[config.mk]
export PLATFORM = sky130hd
export DESIGN_NAME = awu_top
export DESIGN_NICKNAME = d
export VERILOG_FILES = /design/src/rtl/awu_pkg.sv /design/src/rtl/awu_top.sv /design/src/rtl/awu_timebase.sv
export SDC_FILE = /design/constraint.sdc
export NUM_CORES = 1
export LEC_CHECK = 0
export BUFFER_PORTS_ARGS = -buffer_cell sky130_fd_sc_hd__buf_4
export CAP_MARGIN = 20
export CORE_ASPECT_RATIO = 1.2
export CORE_MARGIN = 1
export CORE_UTILIZATION = 56
export DETAILED_ROUTE_END_ITERATION = 16
export MAX_ROUTING_LAYER = met4
export PLACE_DENSITY_LB_ADDON = 0.08
export SLEW_MARGIN = 20
export SYNTH_ARGS = -nofsm -noshare
export SYNTH_HDL_FRONTEND = slang
export SYNTH_SLANG_ARGS = --single-unit
[constraint.sdc]
create_clock -name CLOCK_IN -period 4.86 [get_ports CLOCK_IN]
set_input_delay 0.972 -clock CLOCK_IN [delete_from_list [all_inputs] [get_ports CLOCK_IN]]
set_output_delay 0.972 -clock CLOCK_IN [all_outputs]
set_load 0.05 [all_outputs]
[src/rtl/awu_pkg.sv]
package awu_pkg;

	// Register indices; the byte address on the bus is four times the index.
	localparam int CTRL_INDEX = 'h0a;
	localparam int STOP_INDEX = 'h03;
	localparam logic [11:0] ADDR_CTRL = 12'(4 * CTRL_INDEX);
	localparam logic [11:0] ADDR_STOP = 12'(4 * STOP_INDEX);
	localparam logic [11:0] ADDR_HALL_CFG = 12'h030;
	localparam logic [11:0] ADDR_IRQ_STATUS = 12'h040;
	localparam logic [11:0] ADDR_IRQ_CLEAR = 12'h044;
	localparam logic [11:0] ADDR_IRQ_ENABLE = 12'h048;

	// Control register fields.
	localparam int RATE_BIT = 0;
	localparam int FLAG_BIT = 1;
	localparam int CC_BIT = 2;
	localparam int IE_BIT = 3;
	localparam int RE_BIT = 4;
	localparam int RESTART_BIT = 5;
	localparam logic [7:0] CTRL_RESET = 8'h00;

	// Stop register and Hall configuration fields.
	localparam int STOP_BIT = 0;
	localparam int HALL_WIDTH = 3;
	localparam int HALL_IE_BIT = 3;

	// Interrupt status layout.
	localparam int EV_TIMEOUT = 0;
	localparam int EV_WAKE = 1;
	localparam int EV_RESET = 2;
	localparam int EV_WIDTH = 3;

	// Timing.
	localparam int CLOCK_KHZ = 125000;
	localparam int FAST_PERIOD_MS = 10;
	localparam int SLOW_PERIOD_MS = 20;
	localparam int FAST_CYCLES = FAST_PERIOD_MS * CLOCK_KHZ;
	localparam int SLOW_CYCLES = SLOW_PERIOD_MS * CLOCK_KHZ;
	localparam int SAMPLE_TIME_NS = 1000;
	localparam int SAMPLE_CYCLES = (SAMPLE_TIME_NS * CLOCK_KHZ + 999999) / 1000000;

	typedef enum logic [2:0] {
		CHK_IDLE = 3'b001,
		CHK_POWER = 3'b010,
		CHK_DECIDE = 3'b100
	} awu_check_type;

endpackage

[src/rtl/awu_top.sv]
// Behaviour
// - Oscillator runs while any control register enable bit set.
// - Reset enable, once set, cannot be undone.
// - Timeout with reset enable resets the system.
// - Watchdog reset suspended in stop mode.
// - Restart bit restarts period, reads zero.
// - Reset output driven only in run mode.
// - Reset enable written once after reset.
// - Periodic wake from stop on each timeout.
// - Wake line only in stop with enable.
// - Cyclic Hall sampling wakes on high input.
// - Cyclic check enable gates Hall/analog checks.
// - Timeout flag set; write one clears, restarts.
// - Rate bit picks 10 ms or 20 ms.
// - Reset clears control register, top bits zero.
// - Stop bit enters stop; cleared by interrupt.
`timescale 1ns/100ps
`default_nettype none
module awu_top #(
	parameter int FAST_CYCLES = awu_pkg::FAST_CYCLES,
	parameter int SLOW_CYCLES = awu_pkg::SLOW_CYCLES
) (
	input wire logic CLOCK_IN,
	input wire logic RSTN_IN,
	input wire logic PSEL_IN,
	input wire logic PENABLE_IN,
	input wire logic PWRITE_IN,
	input wire logic [11:0] PADDR_IN,
	input wire logic [31:0] PWDATA_IN,
	output logic [31:0] PRDATA_OUT,
	output logic PREADY_OUT,
	output logic PSLVERR_OUT,
	input wire logic [2:0] HALL_IN,
	input wire logic CPU_IRQ_REQ_IN,
	output logic WDOG_RESET_OUT,
	output logic WAKE_IRQ_OUT,
	output logic [2:0] HALL_POWER_OUT,
	output logic ANALOG_POWER_OUT,
	output logic REGULATOR_ON_OUT,
	output logic STOP_MODE_OUT,
	output logic OSC_RUN_OUT,
	output logic IRQ_OUT
);
	localparam int SAMPLE_W = $clog2(awu_pkg::SAMPLE_CYCLES + 1);
	localparam logic [SAMPLE_W-1:0] SAMPLE_LAST = SAMPLE_W'(awu_pkg::SAMPLE_CYCLES - 1);

	logic reset_enable;
	logic re_locked;
	logic irq_enable;
	logic cc_enable;
	logic rate_fast;
	logic timeout_flag;
	logic stop_mode;
	logic [awu_pkg::HALL_WIDTH-1:0] hall_select;
	logic hall_irq_enable;
	logic hall_wake;
	logic [awu_pkg::EV_WIDTH-1:0] irq_status;
	logic [awu_pkg::EV_WIDTH-1:0] irq_mask;
	logic [awu_pkg::EV_WIDTH-1:0] events;
	logic [SAMPLE_W-1:0] sample_count;
	awu_pkg::awu_check_type check_state;
	awu_pkg::awu_check_type next_check_state;
	logic osc_run;
	logic restart;
	logic timeout;
	logic hall_hit;
	logic bus_write;
	logic bus_setup;
	logic hit;
	logic wr_ctrl;
	logic wr_stop;
	logic wr_hall;
	logic wr_clear;
	logic wr_mask;
	logic [31:0] next_prdata;
	logic [7:0] ctrl_read;

	// The slave never stalls, so every access completes in its first access cycle.
	assign PREADY_OUT = 1'b1;
	assign bus_write = PSEL_IN && PENABLE_IN && PWRITE_IN;
	assign bus_setup = PSEL_IN && !PENABLE_IN;
	assign hit = (PADDR_IN == awu_pkg::ADDR_CTRL) || (PADDR_IN == awu_pkg::ADDR_STOP)
		|| (PADDR_IN == awu_pkg::ADDR_HALL_CFG) || (PADDR_IN == awu_pkg::ADDR_IRQ_STATUS)
		|| (PADDR_IN == awu_pkg::ADDR_IRQ_CLEAR) || (PADDR_IN == awu_pkg::ADDR_IRQ_ENABLE);
	assign PSLVERR_OUT = PSEL_IN && PENABLE_IN && !hit;
	assign wr_ctrl = bus_write && (PADDR_IN == awu_pkg::ADDR_CTRL);
	assign wr_stop = bus_write && (PADDR_IN == awu_pkg::ADDR_STOP);
	assign wr_hall = bus_write && (PADDR_IN == awu_pkg::ADDR_HALL_CFG);
	assign wr_clear = bus_write && (PADDR_IN == awu_pkg::ADDR_IRQ_CLEAR);
	assign wr_mask = bus_write && (PADDR_IN == awu_pkg::ADDR_IRQ_ENABLE);

	assign osc_run = reset_enable || irq_enable || cc_enable;
	assign OSC_RUN_OUT = osc_run;
	assign restart = wr_ctrl && (PWDATA_IN[awu_pkg::RESTART_BIT] || PWDATA_IN[awu_pkg::FLAG_BIT]);

	awu_timebase #(
		.FAST_CYCLES(FAST_CYCLES),
		.SLOW_CYCLES(SLOW_CYCLES)
	) timebase (
		.clock_in(CLOCK_IN),
		.rstn_in(RSTN_IN),
		.run_in(osc_run),
		.restart_in(restart),
		.fast_in(rate_fast),
		.timeout_out(timeout)
	);

	always_ff @(posedge CLOCK_IN or negedge RSTN_IN)
	begin
		if (!RSTN_IN)
		begin
			reset_enable <= 1'b0;
			re_locked <= 1'b0;
		end
		else if (wr_ctrl && !re_locked)
		begin
			reset_enable <= PWDATA_IN[awu_pkg::RE_BIT];
			re_locked <= 1'b1;
		end
	end

	always_ff @(posedge CLOCK_IN or negedge RSTN_IN)
	begin
		if (!RSTN_IN)
		begin
			irq_enable <= 1'b0;
			cc_enable <= 1'b0;
			rate_fast <= 1'b0;
		end
		else if (wr_ctrl)
		begin
			irq_enable <= PWDATA_IN[awu_pkg::IE_BIT];
			cc_enable <= PWDATA_IN[awu_pkg::CC_BIT];
			rate_fast <= PWDATA_IN[awu_pkg::RATE_BIT];
		end
	end

	always_ff @(posedge CLOCK_IN or negedge RSTN_IN)
	begin
		if (!RSTN_IN)
			timeout_flag <= 1'b0;
		else if (timeout)
			timeout_flag <= 1'b1;
		else if (wr_ctrl && PWDATA_IN[awu_pkg::FLAG_BIT])
			timeout_flag <= 1'b0;
	end

	always_ff @(posedge CLOCK_IN or negedge RSTN_IN)
	begin
		if (!RSTN_IN)
			stop_mode <= 1'b0;
		else if (wr_stop && PWDATA_IN[awu_pkg::STOP_BIT])
			stop_mode <= 1'b1;
		else if (CPU_IRQ_REQ_IN)
			stop_mode <= 1'b0;
	end
	assign STOP_MODE_OUT = stop_mode;

	always_ff @(posedge CLOCK_IN or negedge RSTN_IN)
	begin
		if (!RSTN_IN)
		begin
			hall_select <= '0;
			hall_irq_enable <= 1'b0;
		end
		else if (wr_hall)
		begin
			hall_select <= PWDATA_IN[awu_pkg::HALL_WIDTH-1:0];
			hall_irq_enable <= PWDATA_IN[awu_pkg::HALL_IE_BIT];
		end
	end

	always_ff @(posedge CLOCK_IN or negedge RSTN_IN)
	begin
		if (!RSTN_IN)
			WDOG_RESET_OUT <= 1'b0;
		else
			WDOG_RESET_OUT <= timeout && reset_enable && !stop_mode;
	end

	always_comb
	begin
		next_check_state = check_state;
		case (check_state)
			awu_pkg::CHK_IDLE:
				if (timeout && stop_mode && cc_enable)
					next_check_state = awu_pkg::CHK_POWER;
			awu_pkg::CHK_POWER:
				if (!stop_mode || !cc_enable)
					next_check_state = awu_pkg::CHK_IDLE;
				else if (sample_count == SAMPLE_LAST)
					next_check_state = awu_pkg::CHK_DECIDE;
			awu_pkg::CHK_DECIDE:
				next_check_state = awu_pkg::CHK_IDLE;
			default:
				next_check_state = awu_pkg::CHK_IDLE;
		endcase
	end

	always_ff @(posedge CLOCK_IN or negedge RSTN_IN)
	begin
		if (!RSTN_IN)
			check_state <= awu_pkg::CHK_IDLE;
		else
			check_state <= next_check_state;
	end

	// The sensors need a settling window after power-up before their level means anything.
	always_ff @(posedge CLOCK_IN or negedge RSTN_IN)
	begin
		if (!RSTN_IN)
			sample_count <= '0;
		else if (check_state == awu_pkg::CHK_POWER)
			sample_count <= sample_count + SAMPLE_W'(1);
		else
			sample_count <= '0;
	end

	always_ff @(posedge CLOCK_IN or negedge RSTN_IN)
	begin
		if (!RSTN_IN)
		begin
			HALL_POWER_OUT <= '0;
			ANALOG_POWER_OUT <= 1'b0;
		end
		else if (next_check_state != awu_pkg::CHK_IDLE)
		begin
			HALL_POWER_OUT <= hall_select;
			ANALOG_POWER_OUT <= 1'b1;
		end
		else
		begin
			HALL_POWER_OUT <= '0;
			ANALOG_POWER_OUT <= 1'b0;
		end
	end

	assign hall_hit = (check_state == awu_pkg::CHK_DECIDE) && stop_mode
		&& hall_irq_enable && |(HALL_IN & hall_select);

	always_ff @(posedge CLOCK_IN or negedge RSTN_IN)
	begin
		if (!RSTN_IN)
			hall_wake <= 1'b0;
		else if (hall_hit)
			hall_wake <= 1'b1;
		else if (!stop_mode)
			hall_wake <= 1'b0;
	end

	// The main regulator is always on in run mode; in stop only a Hall wake turns it on.
	assign REGULATOR_ON_OUT = !stop_mode || hall_wake;
	assign WAKE_IRQ_OUT = stop_mode && ((timeout_flag && irq_enable) || hall_wake);

	assign events = {WDOG_RESET_OUT, hall_hit, timeout};

	always_ff @(posedge CLOCK_IN or negedge RSTN_IN)
	begin
		if (!RSTN_IN)
			irq_status <= '0;
		else if (wr_clear)
			irq_status <= events | (irq_status & ~PWDATA_IN[awu_pkg::EV_WIDTH-1:0]);
		else
			irq_status <= irq_status | events;
	end

	always_ff @(posedge CLOCK_IN or negedge RSTN_IN)
	begin
		if (!RSTN_IN)
			irq_mask <= '0;
		else if (wr_mask)
			irq_mask <= PWDATA_IN[awu_pkg::EV_WIDTH-1:0];
	end

	assign IRQ_OUT = |(irq_status & irq_mask);

	assign ctrl_read = {3'h0, reset_enable, irq_enable, cc_enable, timeout_flag, rate_fast};

	always_comb
	begin
		next_prdata = 32'h0;
		case (PADDR_IN)
			awu_pkg::ADDR_CTRL:
				next_prdata[7:0] = ctrl_read;
			awu_pkg::ADDR_HALL_CFG:
				next_prdata[awu_pkg::HALL_IE_BIT:0] = {hall_irq_enable, hall_select};
			awu_pkg::ADDR_IRQ_STATUS:
				next_prdata[awu_pkg::EV_WIDTH-1:0] = irq_status;
			awu_pkg::ADDR_IRQ_ENABLE:
				next_prdata[awu_pkg::EV_WIDTH-1:0] = irq_mask;
			default:
				next_prdata = 32'h0;
		endcase
	end

	// Read data is captured in the setup cycle so it comes from a flip-flop at the access edge.
	always_ff @(posedge CLOCK_IN or negedge RSTN_IN)
	begin
		if (!RSTN_IN)
			PRDATA_OUT <= 32'h0;
		else if (bus_setup && !PWRITE_IN)
			PRDATA_OUT <= next_prdata;
	end
endmodule
`default_nettype wire

[src/rtl/awu_timebase.sv]
`timescale 1ns/100ps
`default_nettype none
module awu_timebase #(
	parameter int FAST_CYCLES = 1250000,
	parameter int SLOW_CYCLES = 2500000
) (
	input wire logic clock_in,
	input wire logic rstn_in,
	input wire logic run_in,
	input wire logic restart_in,
	input wire logic fast_in,
	output logic timeout_out
);
	localparam int W = $clog2(SLOW_CYCLES + 1);
	localparam logic [W-1:0] FAST_END = W'(FAST_CYCLES - 1);
	localparam logic [W-1:0] SLOW_END = W'(SLOW_CYCLES - 1);

	logic [W-1:0] count;
	logic [W-1:0] end_value;
	logic at_end;

	assign end_value = fast_in ? FAST_END : SLOW_END;
	// A rate change below the running count ends the period at once rather than wrapping.
	assign at_end = (count >= end_value);

	always_ff @(posedge clock_in or negedge rstn_in)
	begin
		if (!rstn_in)
			count <= '0;
		else if (!run_in || restart_in || at_end)
			count <= '0;
		else
			count <= count + W'(1);
	end

	always_ff @(posedge clock_in or negedge rstn_in)
	begin
		if (!rstn_in)
			timeout_out <= 1'b0;
		else
			timeout_out <= run_in && !restart_in && at_end;
	end
endmodule
`default_nettype wire

==> impl_results.md <==
- Status: finished, final reports clean
- RSZ-0062 raised after global routing: false
- Crit-path slowest cell: or4_1
- Netlist cell types: 50
- Post-synth EDFFs: 0
- CP Cell Sequence: buf_4, nor4_4, nand3_1, or4_1, o211ai_1, nor2_1, buf_4
- Critical path origin: PADDR_IN[1]
- Postcts setup bufs: 0
- I/O Pins: 97
- Post-synth ARST share: 1.000
- Tot Pwr: 1.049 mW
- Slew @ Worst Pin: 939.8 ps
- Critical Path End Type: primary output
- Total Wirelength: 6575 µm
- Die X: 73.17 µm
- Grt met1 use: 0.2525
- Clock sinks: 61
- Synth top area share: 0.4412
- Worst-path clk slew: 70 ps
- Via count: 2,468
- M2 GR Usage: 0.4024
- Crit Path Class: primary input to primary output
- Seq/Total Area, Yosys: 0.4489
- Setup violations, final: 0
- Most common cell in the synthesized netlist: dfrtp_1
- Syn Inst Count: 336
- Die Span Y: 87.40 µm
- Vias/cell: 5.296
- Sequential cell area: 0.001528 mm²
- NumNets Final: 448
- Initial antenna violation count: 0
- Area Growth Syn to Fin: 13.82%
- Max-slew violation count: 0
- # diodes: 0
- First-pass DRT Iterations: 4
- Final period utilization: 0.7087
- Rows: 30
- Crit path launch type: primary input
- Cell taking the most area after synthesis: dfrtp_1
- Global-route wire length before repair: 10,690 µm
- Leakage: 1.798 nW
- YS warnings: 0
- Multi-input gate area: 0.001703 mm²
- Mapped Avg Cell Area: 10.13 µm²
- WL/cell: 14.11 µm
- Min Tclk post-route: 3444 ps
- #FFs+latches synth: 61
- GR Util met3: 0.05093
- DPL Wire Length: 4726 µm
- H-tree levels: 3
- Initial core utilization: 0.5926
- CTS root buf: clkbuf_8
- Mapped Area: 0.003403 mm²
- Setup Skew: 10.98 ps
- Clock Latency Late Sink: 350 ps
- Share of layout cells above drive strength 1: 0.2124
- Final ANT Viol Nets: 0
- Worst path max stage delay: 460 ps
- Gr usage total: 0.2319
- Busiest grt layer: met2
- Vias in the first global route: 2,344
- Fill count: 496
- Port Buffer Count: 42
- Die area: 0.006394 mm²
- Drt first-iter violations: 198
- GRT overflow: 0
- Startpoint of the worst hold path: WDOG_RESET_OUT$_DFF_PN0_
- Clock tree from TritonCTS: yes
- Core region area: 0.005743 mm²
- Commonest cells post-synth: dfrtp_1, nor2_1, buf_4, nand2_1, xor2_1
- Final Hold Violating Endpoints: 0
- Max Fclk: 290.4 MHz
- Most used cell, CP: buf_4
- Pin count of the biggest net entering global routing: 62
- Drt drc: 0
- Worst Path Arrival: 2470 ps
- Worst Hold Class: flip-flop to flip-flop
- Maximum vdd ir drop: 182.8 µV
- GPL Wtd Cong: 0.8383
- Post-CTS sizing: 0
- Slew headroom: 0.3716
- WP data required: 3890 ps
- Cts bufs inserted: 9
- Clk buf depth: 2
- FF-to-FF Start: rate_fast$_DFFE_PN0P_
- Power Density: 270.8 mW/mm²
- Maxcap violations: 0
- TNS Setup: 0 ps
- Synth top area cells: dfrtp_1, buf_4, ha_1
- WHS: 464.1 ps
- Top_reg_cell synth: dfrtp_1
- CP Max Fanout: 3
- # hold bufs at CTS: 0
==> area by class of cell <==
| type | instances | share of cell area |
|---|---|---|
| multi-input combinational | 258 | 0.4396 |
| clock inverter | 5 | 0.01615 |
| sequential | 61 | 0.3944 |
| tap | 80 | 0.02584 |
| timing repair buffer | 42 | 0.08140 |
| clock buffer | 11 | 0.03391 |
| inverter | 9 | 0.008721 |
==> per-layer routing <==
layer  vias up  wire length (µm)
li1       1212                 -
met1      1195              2790
met2        50              3407
met3        11               263
met4         0               114
met5         -                 0
==> report_power, final <==
group | switching (mW) | internal (mW) | total [mW]
clock network | 0.206 | 0.239 | 0.444
logic | 0.0760 | 0.0206 | 0.0966
registers | 0.000222 | 0.508 | 0.508
total | 0.282 | 0.767 | 1.05
==> placed cells by master (no fill, tap or decap), types with 3 or more instances in the layout <==
cell      Yosys  final
conb_1        2     28
inv_1         9      9
xnor2_1       7      7
dfrtp_1      60     60
ha_1         14     14
nor3_1        4      4
nand4_1       8      8
o21a_1        3      3
nand3_1      18     18
nand2b_1      6      6
mux2_2       11     11
clkbuf_8      0      9
nor4b_4       3      3
o21ai_0       6      6
and4_1        4      4
and2_1        4      4
a21oi_1      15     15
a21o_1        5      5
buf_4        28     42
xor2_1       19     19
and3_1        5      5
nand2_1      22     22
a22oi_1       4      4
nor2_1       39     39
==> final timing paths <==
path,end,slack (ps),depth (start not counted)
setup / recovery,PSLVERR_OUT,1420,7
hold / removal,irq_status[2]$_DFF_PN0_,460,1
setup reg to reg,timebase.count[21]$_DFF_PN0_,2050,6
hold reg to reg,irq_status[2]$_DFF_PN0_,460,1
max in group asynchronous,timebase.count[11]$_DFF_PN0_,3670,1
min in group asynchronous,sample_count[6]$_DFF_PN0_,680,1
==> flip-flops by register name (all words and copies together), names as in the netlist, 3 cells and up <==
register        cells
timebase.count     22
check_state         3
irq_status          3
sample_count        7
HALL_POWER_OUT      3
hall_select         3
irq_mask            3
PRDATA_OUT          5
==> worst max-delay path: cells and delay by family <==
kind	cells	cell delay, ps
compound gates	1	210
simple gates	4	980
buf+inv	2	310
==> kinds of logic after synthesis <==
| kind of cell | share of synthesized area |
|---|---|
| mux | 0.03640 |
| compound gates | 0.07721 |
| other cells | 0.002207 |
| simple gates | 0.2375 |
| flops | 0.4489 |
| xor+xnor | 0.06691 |
| fa+ha+maj | 0.05147 |
| buf+inv | 0.07941 |
==> metrics by stage <==
stage	utilization	cells	cell area (µm²)	setup WS (ps)
after CTS	0.6745	466	3874	1396
after global routing	0.6745	466	3874	1326
after detailed placement	0.6407	450	3680	1395
after global placement	0.6407	450	3680	1391
after floorplan	-	362	3501	1670
final	0.6745	466	3874	1416
(Power assumes the default switching activity.)
